File: config.mk
export PLATFORM = sky130hd
export DESIGN_NAME = ldcr_top
export DESIGN_NICKNAME = d
export VERILOG_FILES = /design/src/rtl/ldcr_pkg.sv /design/src/rtl/ldcr_channel.sv /design/src/rtl/ldcr_top.sv
export VERILOG_INCLUDE_DIRS = /design/src /design/src/rtl
export SDC_FILE = /design/constraint.sdc
export NUM_CORES = 1
export LEC_CHECK = 0
export BUFFER_PORTS_ARGS = -buffer_cell sky130_fd_sc_hd__buf_2
export CAP_MARGIN = 20
export CORE_MARGIN = 3
export CORE_UTILIZATION = 40
export CTS_CLUSTER_DIAMETER = 100
export CTS_CLUSTER_SIZE = 10
export DETAILED_ROUTE_END_ITERATION = 7
export PLACE_DENSITY = 0.68
export SYNTH_ARGS = -nofsm -noshare
export SYNTH_HDL_FRONTEND = slang
export SYNTH_SLANG_ARGS = --single-unit
File: constraint.sdc
create_clock -name i_clk -period 2 [get_ports i_clk]
set_input_delay 0.1 -clock i_clk [delete_from_list [all_inputs] [get_ports i_clk]]
set_output_delay 0.1 -clock i_clk [all_outputs]
set_load 0.02 [all_outputs]
File: src/rtl/ldcr_params.svh
// Constants for the LDO channel control register bank
`ifndef LDCR_PARAMS_SVH
`define LDCR_PARAMS_SVH

// Register offsets, channels a to d
`define LDCR_LDO_A_VOLTAGE_SELECT 8'h50
`define LDCR_LDO_A_CONTROL 8'h51
`define LDCR_LDO_B_VOLTAGE_SELECT 8'h54
`define LDCR_LDO_B_CONTROL 8'h55
`define LDCR_LDO_C_VOLTAGE_SELECT 8'h60
`define LDCR_LDO_C_CONTROL 8'h61
`define LDCR_LDO_D_VOLTAGE_SELECT 8'h64
`define LDCR_LDO_D_CONTROL 8'h65

// Control register fields
`define LDCR_CTRL_ENABLE_BIT 7
`define LDCR_CTRL_DISCHARGE_BIT 6
`define LDCR_CTRL_LOW_Q_BIT 5
`define LDCR_CTRL_DELAY_MSB 4
`define LDCR_CTRL_DELAY_LSB 2
`define LDCR_CTRL_FAULT_ALLOW_BIT 1
`define LDCR_CTRL_POWER_OK_BIT 0

// Voltage select register fields
`define LDCR_VSEL_CODE_MSB 5
`define LDCR_VSEL_CODE_LSB 0

// Reset values
`define LDCR_VSEL_RESET 6'h00
`define LDCR_CTRL_RESET 7'h00
`define LDCR_UNMAPPED_READ 8'h00

// Serial slave address, value arbitrary
`define LDCR_DEVICE_ADDR 7'h2A

`endif

File: src/rtl/ldcr_pkg.sv
// Types for the LDO channel control register bank
`default_nettype none
package ldcr_pkg;
   typedef enum logic [6:0] {
      ST_IDLE = 7'h01,
      ST_ADDR = 7'h02,
      ST_REG = 7'h04,
      ST_WDATA = 7'h08,
      ST_ACK = 7'h10,
      ST_RDATA = 7'h20,
      ST_MACK = 7'h40
   } ldcr_state_t;
endpackage : ldcr_pkg
`default_nettype wire

File: src/rtl/ldcr_channel.sv
// One LDO channel: voltage select and control registers
`timescale 1ns/10ps
`default_nettype none
`include "ldcr_params.svh"
module ldcr_channel (
   input wire logic i_clk, // System clock
   input wire logic i_nrst, // Synchronous reset, active low
   input wire logic i_wr_vsel, // Write voltage select, one cycle
   input wire logic i_wr_ctrl, // Write control, one cycle
   input wire logic [7:0] i_wdata, // Write byte
   input wire logic i_power_ok, // Power-good comparator, async
   input wire logic i_fault, // Fault flag, async
   output logic [7:0] o_vsel_rd, // Voltage select readback
   output logic [7:0] o_ctrl_rd, // Control readback
   output logic o_enable, // Regulator enable
   output logic o_discharge, // Discharge path on
   output logic o_low_q, // Low-power mode select
   output logic [2:0] o_delay, // Turn-on delay select
   output logic [5:0] o_voltage_code, // Output voltage code
   output logic o_fault_irq // Masked fault request
);
   logic [5:0] voltage_code_reg;
   logic [7:1] ctrl_reg;
   logic [1:0] pok_sync_reg;
   logic [1:0] fault_sync_reg;

   always_ff @(posedge i_clk) begin
      if (!i_nrst) begin
         pok_sync_reg <= 2'h0;
         fault_sync_reg <= 2'h0;
      end else begin
         pok_sync_reg <= {pok_sync_reg[0], i_power_ok};
         fault_sync_reg <= {fault_sync_reg[0], i_fault};
      end
   end

   always_ff @(posedge i_clk) begin
      if (!i_nrst) begin
         voltage_code_reg <= `LDCR_VSEL_RESET;
      end else if (i_wr_vsel) begin
         voltage_code_reg <= i_wdata[`LDCR_VSEL_CODE_MSB:`LDCR_VSEL_CODE_LSB];
      end
   end

   // Power-OK bit is status only, write ignored
   always_ff @(posedge i_clk) begin
      if (!i_nrst) begin
         ctrl_reg <= `LDCR_CTRL_RESET;
      end else if (i_wr_ctrl) begin
         ctrl_reg <= i_wdata[7:1];
      end
   end

   always_comb begin
      o_vsel_rd = {2'h0, voltage_code_reg};
      o_ctrl_rd = {ctrl_reg, pok_sync_reg[1]};
   end

   always_ff @(posedge i_clk) begin
      if (!i_nrst) begin
         o_enable <= 1'b0;
         o_discharge <= 1'b0;
         o_low_q <= 1'b0;
         o_delay <= 3'h0;
         o_voltage_code <= 6'h00;
         o_fault_irq <= 1'b0;
      end else begin
         o_enable <= ctrl_reg[`LDCR_CTRL_ENABLE_BIT];
         o_discharge <= ctrl_reg[`LDCR_CTRL_DISCHARGE_BIT]
            & ~ctrl_reg[`LDCR_CTRL_ENABLE_BIT];
         o_low_q <= ctrl_reg[`LDCR_CTRL_LOW_Q_BIT];
         o_delay <= ctrl_reg[`LDCR_CTRL_DELAY_MSB:`LDCR_CTRL_DELAY_LSB];
         o_voltage_code <= voltage_code_reg;
         o_fault_irq <= fault_sync_reg[1] & ctrl_reg[`LDCR_CTRL_FAULT_ALLOW_BIT];
      end
   end
endmodule : ldcr_channel
`default_nettype wire

File: src/rtl/ldcr_top.sv
// Serial slave and register bank for four LDO channels
// Functional notes
// - Channel enable bit one turns the regulator on, zero turns it off.
// - Discharge bit one discharges a disabled channel's output; zero never discharges.
// - Low-quiescent bit one selects low-power mode, zero normal mode.
// - Three-bit read/write field per channel selects turn-on delay.
// - Faults raise an interrupt only while the fault-allow bit is one.
// - Power-OK bit reads one while output is above power-good threshold.
// - Six-bit read/write voltage code in low bits; upper two reserved.
`timescale 1ns/10ps
`default_nettype none
`include "ldcr_params.svh"
module ldcr_top #(
   parameter int NUM_CH = 4 // Number of LDO channels
) (
   input wire logic i_clk, // System clock, 100 MHz
   input wire logic i_nrst, // Synchronous reset, active low
   input wire logic i_scl, // Serial clock pin
   input wire logic i_sda, // Serial data pin, input side
   output logic o_sda, // Serial data output value, always low
   output logic o_sda_oe, // Serial data pull-low enable
   input wire logic [NUM_CH-1:0] i_ldo_power_ok, // Power-good per channel
   input wire logic [NUM_CH-1:0] i_ldo_fault, // Fault per channel
   output logic [NUM_CH-1:0] o_ldo_enable, // Regulator enable
   output logic [NUM_CH-1:0] o_ldo_discharge, // Discharge path on
   output logic [NUM_CH-1:0] o_ldo_low_quiescent, // Low-power mode
   output logic [3*NUM_CH-1:0] o_ldo_delay, // Turn-on delay fields
   output logic [6*NUM_CH-1:0] o_ldo_voltage_code, // Voltage codes
   output logic [NUM_CH-1:0] o_ldo_fault_irq // Masked fault requests
);
   localparam logic [7:0] VSEL_ADDR [0:3] = '{`LDCR_LDO_A_VOLTAGE_SELECT,
      `LDCR_LDO_B_VOLTAGE_SELECT, `LDCR_LDO_C_VOLTAGE_SELECT, `LDCR_LDO_D_VOLTAGE_SELECT};
   localparam logic [7:0] CTRL_ADDR [0:3] = '{`LDCR_LDO_A_CONTROL,
      `LDCR_LDO_B_CONTROL, `LDCR_LDO_C_CONTROL, `LDCR_LDO_D_CONTROL};

   ldcr_pkg::ldcr_state_t state_reg;
   ldcr_pkg::ldcr_state_t after_ack_reg;
   logic [2:0] scl_sync_reg;
   logic [2:0] sda_sync_reg;
   logic [3:0] bit_cnt_reg;
   logic [7:0] shift_reg;
   logic [7:0] ptr_reg;
   logic mack_reg;
   logic wr_stb_reg;
   logic [7:0] wr_addr_reg;
   logic [7:0] wr_data_reg;
   logic [7:0] rdata;
   logic [7:0] vsel_rd [NUM_CH];
   logic [7:0] ctrl_rd [NUM_CH];
   logic scl_s;
   logic sda_s;
   logic scl_rise;
   logic scl_fall;
   logic bus_start;
   logic bus_stop;

   // Pin synchronisers; stage 0 is read only by stage 1
   always_ff @(posedge i_clk) begin
      if (!i_nrst) begin
         scl_sync_reg <= 3'h7;
         sda_sync_reg <= 3'h7;
      end else begin
         scl_sync_reg <= {scl_sync_reg[1:0], i_scl};
         sda_sync_reg <= {sda_sync_reg[1:0], i_sda};
      end
   end

   always_comb begin
      scl_s = scl_sync_reg[1];
      sda_s = sda_sync_reg[1];
      scl_rise = scl_s & ~scl_sync_reg[2];
      scl_fall = ~scl_s & scl_sync_reg[2];
      bus_start = scl_s & scl_sync_reg[2] & sda_sync_reg[2] & ~sda_s;
      bus_stop = scl_s & scl_sync_reg[2] & ~sda_sync_reg[2] & sda_s;
   end

   // Read data for the current pointer; unmapped reads zero
   always_comb begin
      rdata = `LDCR_UNMAPPED_READ;
      for (int k = 0; k < NUM_CH; k++) begin
         if (ptr_reg == VSEL_ADDR[k]) begin
            rdata = vsel_rd[k];
         end
         if (ptr_reg == CTRL_ADDR[k]) begin
            rdata = ctrl_rd[k];
         end
      end
   end

   // Serial protocol engine
   always_ff @(posedge i_clk) begin
      if (!i_nrst) begin
         state_reg <= ldcr_pkg::ST_IDLE;
         after_ack_reg <= ldcr_pkg::ST_IDLE;
         bit_cnt_reg <= 4'h0;
         shift_reg <= 8'h00;
         ptr_reg <= 8'h00;
         mack_reg <= 1'b0;
         o_sda_oe <= 1'b0;
         wr_stb_reg <= 1'b0;
         wr_addr_reg <= 8'h00;
         wr_data_reg <= 8'h00;
      end else begin
         wr_stb_reg <= 1'b0;
         if (bus_start) begin
            state_reg <= ldcr_pkg::ST_ADDR;
            bit_cnt_reg <= 4'h0;
            o_sda_oe <= 1'b0;
         end else if (bus_stop) begin
            state_reg <= ldcr_pkg::ST_IDLE;
            o_sda_oe <= 1'b0;
         end else begin
            case (state_reg)
               ldcr_pkg::ST_ADDR, ldcr_pkg::ST_REG, ldcr_pkg::ST_WDATA: begin
                  if (scl_rise && bit_cnt_reg != 4'h8) begin
                     shift_reg <= {shift_reg[6:0], sda_s};
                     bit_cnt_reg <= bit_cnt_reg + 4'h1;
                  end else if (scl_fall && bit_cnt_reg == 4'h8) begin
                     bit_cnt_reg <= 4'h0;
                     state_reg <= ldcr_pkg::ST_ACK;
                     o_sda_oe <= 1'b1;
                     if (state_reg == ldcr_pkg::ST_ADDR) begin
                        if (shift_reg[7:1] != `LDCR_DEVICE_ADDR) begin
                           state_reg <= ldcr_pkg::ST_IDLE;
                           o_sda_oe <= 1'b0;
                        end
                        after_ack_reg <= shift_reg[0] ? ldcr_pkg::ST_RDATA
                                                      : ldcr_pkg::ST_REG;
                     end else if (state_reg == ldcr_pkg::ST_REG) begin
                        ptr_reg <= shift_reg;
                        after_ack_reg <= ldcr_pkg::ST_WDATA;
                     end else begin
                        wr_stb_reg <= 1'b1;
                        wr_addr_reg <= ptr_reg;
                        wr_data_reg <= shift_reg;
                        ptr_reg <= ptr_reg + 8'h01;
                        after_ack_reg <= ldcr_pkg::ST_WDATA;
                     end
                  end
               end
               ldcr_pkg::ST_ACK: begin
                  if (scl_fall) begin
                     state_reg <= after_ack_reg;
                     bit_cnt_reg <= 4'h0;
                     shift_reg <= rdata;
                     o_sda_oe <= (after_ack_reg == ldcr_pkg::ST_RDATA) ? ~rdata[7] : 1'b0;
                  end
               end
               ldcr_pkg::ST_RDATA: begin
                  if (scl_fall) begin
                     if (bit_cnt_reg == 4'h7) begin
                        o_sda_oe <= 1'b0;
                        state_reg <= ldcr_pkg::ST_MACK;
                        mack_reg <= 1'b0;
                     end else begin
                        shift_reg <= {shift_reg[6:0], 1'b0};
                        o_sda_oe <= ~shift_reg[6];
                        bit_cnt_reg <= bit_cnt_reg + 4'h1;
                     end
                  end
               end
               ldcr_pkg::ST_MACK: begin
                  if (scl_rise) begin
                     if (sda_s) begin
                        state_reg <= ldcr_pkg::ST_IDLE;
                     end else begin
                        mack_reg <= 1'b1;
                        ptr_reg <= ptr_reg + 8'h01;
                     end
                  end else if (scl_fall && mack_reg) begin
                     state_reg <= ldcr_pkg::ST_RDATA;
                     bit_cnt_reg <= 4'h0;
                     shift_reg <= rdata;
                     o_sda_oe <= ~rdata[7];
                  end
               end
               ldcr_pkg::ST_IDLE: begin
                  o_sda_oe <= 1'b0;
               end
               default: begin
                  state_reg <= ldcr_pkg::ST_IDLE;
                  o_sda_oe <= 1'b0;
               end
            endcase
         end
      end
   end

   assign o_sda = 1'b0;

   genvar g;
   generate
      for (g = 0; g < NUM_CH; g++) begin : g_ch
         ldcr_channel u_ch (
            .i_clk(i_clk),
            .i_nrst(i_nrst),
            .i_wr_vsel(wr_stb_reg && wr_addr_reg == VSEL_ADDR[g]),
            .i_wr_ctrl(wr_stb_reg && wr_addr_reg == CTRL_ADDR[g]),
            .i_wdata(wr_data_reg),
            .i_power_ok(i_ldo_power_ok[g]),
            .i_fault(i_ldo_fault[g]),
            .o_vsel_rd(vsel_rd[g]),
            .o_ctrl_rd(ctrl_rd[g]),
            .o_enable(o_ldo_enable[g]),
            .o_discharge(o_ldo_discharge[g]),
            .o_low_q(o_ldo_low_quiescent[g]),
            .o_delay(o_ldo_delay[3*g +: 3]),
            .o_voltage_code(o_ldo_voltage_code[6*g +: 6]),
            .o_fault_irq(o_ldo_fault_irq[g])
         );
      end
   endgenerate
endmodule : ldcr_top
`default_nettype wire

* Yosys cells after proc, flatten, opt, wreduce, memory -nomap -nowiden
Index checks and enable logic that the tools add are counted. W data, S select, Z words.
Word-level totals: flip-flop bits (word level) 179, latch bits 0, bits in writable memories 0, ROM bits 0, input port bits 12, output and inout bits 54, logic and storage cells 229, memories 0
Cells by class: $add $sub $neg 2, multipliers 0, divide/modulo/power cells 0, order comparisons 0, equal/unequal tests 51, shift operators 0, multiplexer cells 62, bitwise gates (word level) 34, reduce and logical (&&, ||, !) cells 27
Operators by type and width (count):
- $mux W8 | 19
- $eq A8 B7 Y1 const B | 16
- $mux W7 | 8
- $pmux W7 S5 | 1
- $pmux W8 S4 | 1
- $reduce_and A8 Y1 | 4
- $mux W4 | 7
- $ne A2 B2 Y1 const B | 12
- $ne A4 B4 Y1 const B | 6
- $not A1 Y1 | 19
- $mux W6 | 3
- $pmux W4 S4 | 1
- $pmux W8 S2 | 1
- $and A1 B1 Y1 | 15
- $mux W1 | 15
- $eq A7 B6 Y1 const B | 2
- $reduce_and A7 Y1 | 2
- $ne A3 B3 Y1 const B | 4
- $logic_and A1 B1 Y1 | 11
- $mux W5 | 2
- $ne A5 B5 Y1 const B | 2
- $reduce_and A9 Y1 | 1
- $add A8 B1 Y8 const B | 1
- $eq A7 B1 Y1 const B | 1
- 19 further kinds | 22

* Longest topological paths before layout
word-level depth 13, depth in mapped cells 11

* By module
A second synthesis with hierarchy kept.
Second synthesis, totals: cells, all modules 826, area, all modules 7568.5 sq um
By module, submodules not included:
- ldcr_channel | times used 4, cells an instance 83, area an instance 983.4 sq um, sequential area each 600.6 sq um
- ldcr_top | times used 1, cells an instance 494, area an instance 3634.7 sq um, sequential area each 1121.1 sq um

* Worst setup path before layout
No wires, ideal clock.
kind register to register, start point register ptr_reg[0], end point register o_sda_oe, data arrival time 1.960 ns, slack -0.079 ns, cell stages (with the launch flop) 9, buffers on the path 3, cells stage by stage dfxtp_1 ha_1 buf_2 buf_1 buf_2 nand3_1 a221o_1 mux2i_1 nor2_1
On the way: longest elaborated chain between the ends 12, elaborated cells between the ends (all ways) 20, classes of those cells 7 x eq/ne; 12 x mux; 1 x bitwise
Ends and longest elaborated chain:
- start, declared | RTL line ldcr_top.sv:42 | logic [7:0] ptr_reg;
- start signal, assigned | RTL line ldcr_top.sv:130 | ptr_reg <= shift_reg;
- start signal, assigned | RTL line ldcr_top.sv:136 | ptr_reg <= ptr_reg + 8'h01;
- start signal, assigned | RTL line ldcr_top.sv:168 | ptr_reg <= ptr_reg + 8'h01;
- $eq A8 B7 Y1 | RTL line ldcr_top.sv:84 | if (ptr_reg == CTRL_ADDR[k]) begin
- $mux W8 | RTL line ldcr_top.sv:84
- $mux W8 | RTL line ldcr_top.sv:81 | if (ptr_reg == VSEL_ADDR[k]) begin
- $mux W8 | RTL line ldcr_top.sv:84
- $mux W8 | RTL line ldcr_top.sv:81
- $mux W8 | RTL line ldcr_top.sv:84
- $mux W8 | RTL line ldcr_top.sv:81
- $mux W8 * | RTL line ldcr_top.sv:84
- $not A1 Y1 * | RTL line ldcr_top.sv:146, ldcr_top.sv:174
- $mux W1 (on tied branches) | RTL line ldcr_top.sv:170, ldcr_top.sv:146
- $mux W1 (on tied branches) | RTL line ldcr_top.sv:163, ldcr_top.sv:142
- $pmux W1 S4 * | RTL line ldcr_top.sv:113 | case (state_reg)
- end signal, assigned | RTL line ldcr_top.sv:146 | o_sda_oe <= (after_ack_reg == ldcr_pkg::ST_RDATA) ? ~rdata[7] : 1'b0;
- end signal, assigned | RTL line ldcr_top.sv:157 | o_sda_oe <= ~shift_reg[6];
- end signal, assigned | RTL line ldcr_top.sv:174 | o_sda_oe <= ~rdata[7];
- end, declared | RTL line ldcr_top.sv:21 | output logic o_sda_oe,
Every way passes the cells marked *; elsewhere a longest branch is shown, timed or not. The select of a mux whose other input is x is not followed. A chain may end at the register's enable or synchronous reset.

* Worst setup path in the final report
start point register state_reg[3], end point register bit_cnt_reg[1]
On the way: longest elaborated chain between the ends 4, elaborated cells between the ends (all ways) 16, classes of those cells 12 x eq/ne; 1 x mux; 3 x reduce/logical
Ends and longest elaborated chain:
- start, declared | RTL line ldcr_top.sv:36 | ldcr_pkg::ldcr_state_t state_reg;
- start signal, assigned | RTL line ldcr_top.sv:93 | state_reg <= ldcr_pkg::ST_IDLE;
- start signal, assigned | RTL line ldcr_top.sv:106 | state_reg <= ldcr_pkg::ST_ADDR;
- start signal, assigned | RTL line ldcr_top.sv:110 | state_reg <= ldcr_pkg::ST_IDLE;
- $eq A7 B2 Y1 (tied with other cells) | RTL line ldcr_top.sv:113
- $reduce_or A3 Y1 | RTL line ldcr_top.sv:113
- $ne A3 B3 Y1 (no line) or $reduce_bool A4 Y1 (tied branches)
- $reduce_and A8 Y1 (no line)
- end signal, assigned | RTL line ldcr_top.sv:117 | bit_cnt_reg <= bit_cnt_reg + 4'h1;
- end signal, assigned | RTL line ldcr_top.sv:158 | bit_cnt_reg <= bit_cnt_reg + 4'h1;
- end, declared | RTL line ldcr_top.sv:40 | logic [3:0] bit_cnt_reg;
Parallel ways exist; a longest one is shown, timed or not.

==> flow_summary.ini <==
[final_layout]
fillers = 1652
drive_gt1_share_pct = 28.2
largest_reg_flops = 28
diodes = 0
final_cell_area_um2 = 9470
layout.nets = 926
syn2layout_area_growth_pct = 28.3
fin_util_pct = 52.5

[synth]
synth_nets = 789
synthFlopType = dfxtp_1
synthDistinctLibCells = 70
yosys_warnings = 0
ys_seq_area_share_pct = 47.7
ys_ff_latch = 176
synth_edf_count = 0
syn_area_um2 = 7380
syn-mean-instance-area_um2 = 9.56
synth_cells = 772
async_flop_share_pct = 0

[clocking]
cts_tree = done
cts.clk_slew.worst_paths_ps = 70
clk_path_buf_depth = 2
clock-sinks = 176
cts_root_buf = clkbuf_16
cts-htree-levels = 4
clk_latency_ps = 430
numCtsBuffers = 17

[setup_path]
required_ps = 2330
arrival_ps = 2320
r2r_end = bit_cnt_reg[1]
worstReg2RegStart = state_reg[3]
r2r_setup_slack_ps = 9
crit_type = register to register
r2r_cells = 8
cp_max_fo = 7
critPathLaunchType = register
end_kind = register

[routing]
drtIter0Drc = 411
viasPerCell = 5.18
firstDrtPassIters = 5
wire_per_inst_um = 15.8
drc = 0
drtAntennaViolNets = 0
vias = 5959
drt_wl_total_mm = 18.1

[sta]
rsz0062_at_grt = yes
holdWs_ps = 406
fin_crit_sh_pct = 99.5
hold_viol_final = 0
finClkSkew_ps = 6.93
fin_setup_tns_ps = 0
fin_crit_ps = 1990
setup_viol = 0
relSlewSlack_pct = 50.3
tightest_slew_ps = 737
slew_violations = 0
max_freq_mhz = 502

[pwr]
power_frac_comb_pct = 2.9
p_sw_mw = 1.63
internal-power_mw = 5.54
ir_drop_mv = 0.678
seqPwrFrac_pct = 49.3
switching_share_pct = 22.8
p_leak_nw = 3.84
pwr-share-clk_pct = 47.8
power_density_nw_per_um2 = 758

[grt]
grt_pass1_vias = 5778
grt_usage_pct = 18.3
grt.overflow.total = 0
grt_max_degree = 85
antenna_found_initial = 0
grt_pass1_wl_mm = 29.4

[min_path]
hold_depth = 3
min_from = i_sda
hp-class = primary input to register
hold_end = sda_sync_reg[0]

[run_status]
outcome = completed

[die]
start_util_pct = 41.0
core_um2 = 18000
die_w_um = 142
die_area_um2 = 20100
rows = 49
ios = 66
fp.dieH_um = 142

[placement]
dpl_cell_area_um2 = 8430
place_congestion = 0.891
portBuffers = 64
dpl.hpwl_mm = 12.4

[run]
drv_cap = 0
-- routing by layer --
metal  vias up  track usage, %  part of all wire, %
met1      2807            23.4                   45
met2       159            30.2                   47
met4         0            6.77                  2.5
met5         -               0                    0
met3        30            3.94                  5.0
li1       2963               -                    -
-- cells in the mapped netlist, types with 13 or more instances --
master    instances  share of area, %
dfxtp_1         176                48
nor2_1          107               5.4
mux2i_1          80                11
and2_1           61               5.2
nand2_1          35               1.8
a21oi_1          32               2.2
clkbuf_1         32               1.6
o21ai_0          23               1.6
buf_4            17               1.7
nand2b_1         16               1.4
nand3_1          13              0.88
-- how the worst max path moves through the flow --
stage	start	to	slack (ps)	depth (start not counted)
2_1_floorplan	state_reg[3]	bit_cnt_reg[2]	30	7
3_5_place_dp	state_reg[3]	bit_cnt_reg[2]	-170	7
3_3_place_gp	state_reg[3]	bit_cnt_reg[2]	-100	7
4_1_cts	state_reg[3]	bit_cnt_reg[1]	8	8
6_report	state_reg[3]	bit_cnt_reg[1]	9	8
5_1_grt	bit_cnt_reg[0]	bit_cnt_reg[3]	-70	10
-- metrics by stage --
stage	worst slack, ps	std cells	power, mW
2_1_floorplan	27.3	772	3.72
3_3_place_gp	-103	1097	3.80
3_5_place_dp	-167	1097	3.80
4_1_cts	8.46	1146	7.24
5_1_grt	-73.5	1151	7.40
6_report	9.34	1151	7.18
-- cells by family after synthesis --
group	Yosys count	share of synthesized area, %
and+or+nand+nor	313	23.0
muxes	84	12.1
buffers and inverters	71	4.90
adders and majority gates	5	0.847
xor gates and xnor gates	3	0.356
other	1	0.0508
DFF	176	47.7
AOI/OAI and AO/OA	119	11.0
-- power by group through the flow --
stage / logic (mW) / clock network, mW / registers (mW)
finish: 0.210 / 3.43 / 3.54
global route: 0.230 / 3.63 / 3.54
CTS: 0.202 / 3.50 / 3.54
detailed placement: 0.177 / 0 / 3.62
global placement: 0.177 / 0 / 3.62
floorplan: 0.105 / 0 / 3.61
-- placed cells by master (no fill, tap or decap), types with 7 or more instances in the layout --
cell type	count
dfxtp_1	167
nor2_1	105
buf_4	87
mux2i_1	80
buf_2	64
and2_1	61
nand2_1	35
a21oi_1	28
clkbuf_16	18
o21ai_0	17
o21ai_1	16
nand2b_1	15
nand3_1	12
dlygate4sd3_1	12
nor3b_1	10
and3_1	10
nand4_1	9
buf_6	9
nor3_1	8
inv_1	7
nand3b_1	7
a32o_1	7
dfxtp_2	7
-- critical path, cell delays in order, from the launching register on --
cell and delay (ps):
dfxtp_2 370, xor2_1 180, o211a_4 250, nor2b_2 190, buf_4 140, a2111oi_4 350, buf_4 210, nand4_1 100
o31ai_2 100
-- final cells by class --
class / instances / area (µm²) / share of cell area (%)
repair buffers: 180 / 1360 / 14.4
clock inverters: 13 / 169 / 1.78
well taps: 229 / 287 / 3.03
clock buffers: 19 / 443 / 4.68
flip-flops and latches: 176 / 3540 / 37.4
multi-input cells: 525 / 3640 / 38.4
inverters: 9 / 33.8 / 0.357
-- repair_timing --
action / 4_1_cts / 5_1_grt
buffers inserted: 4 / 4
gates resized for setup: 10 / 52
gates cloned: 1 / 1
pin swaps: 5 / 23
hold endpoints to repair: 12 / 0
setup endpoints to repair: 28 / 42
hold buffers: 12 / 0
Power figures use the tool's default switching activity.
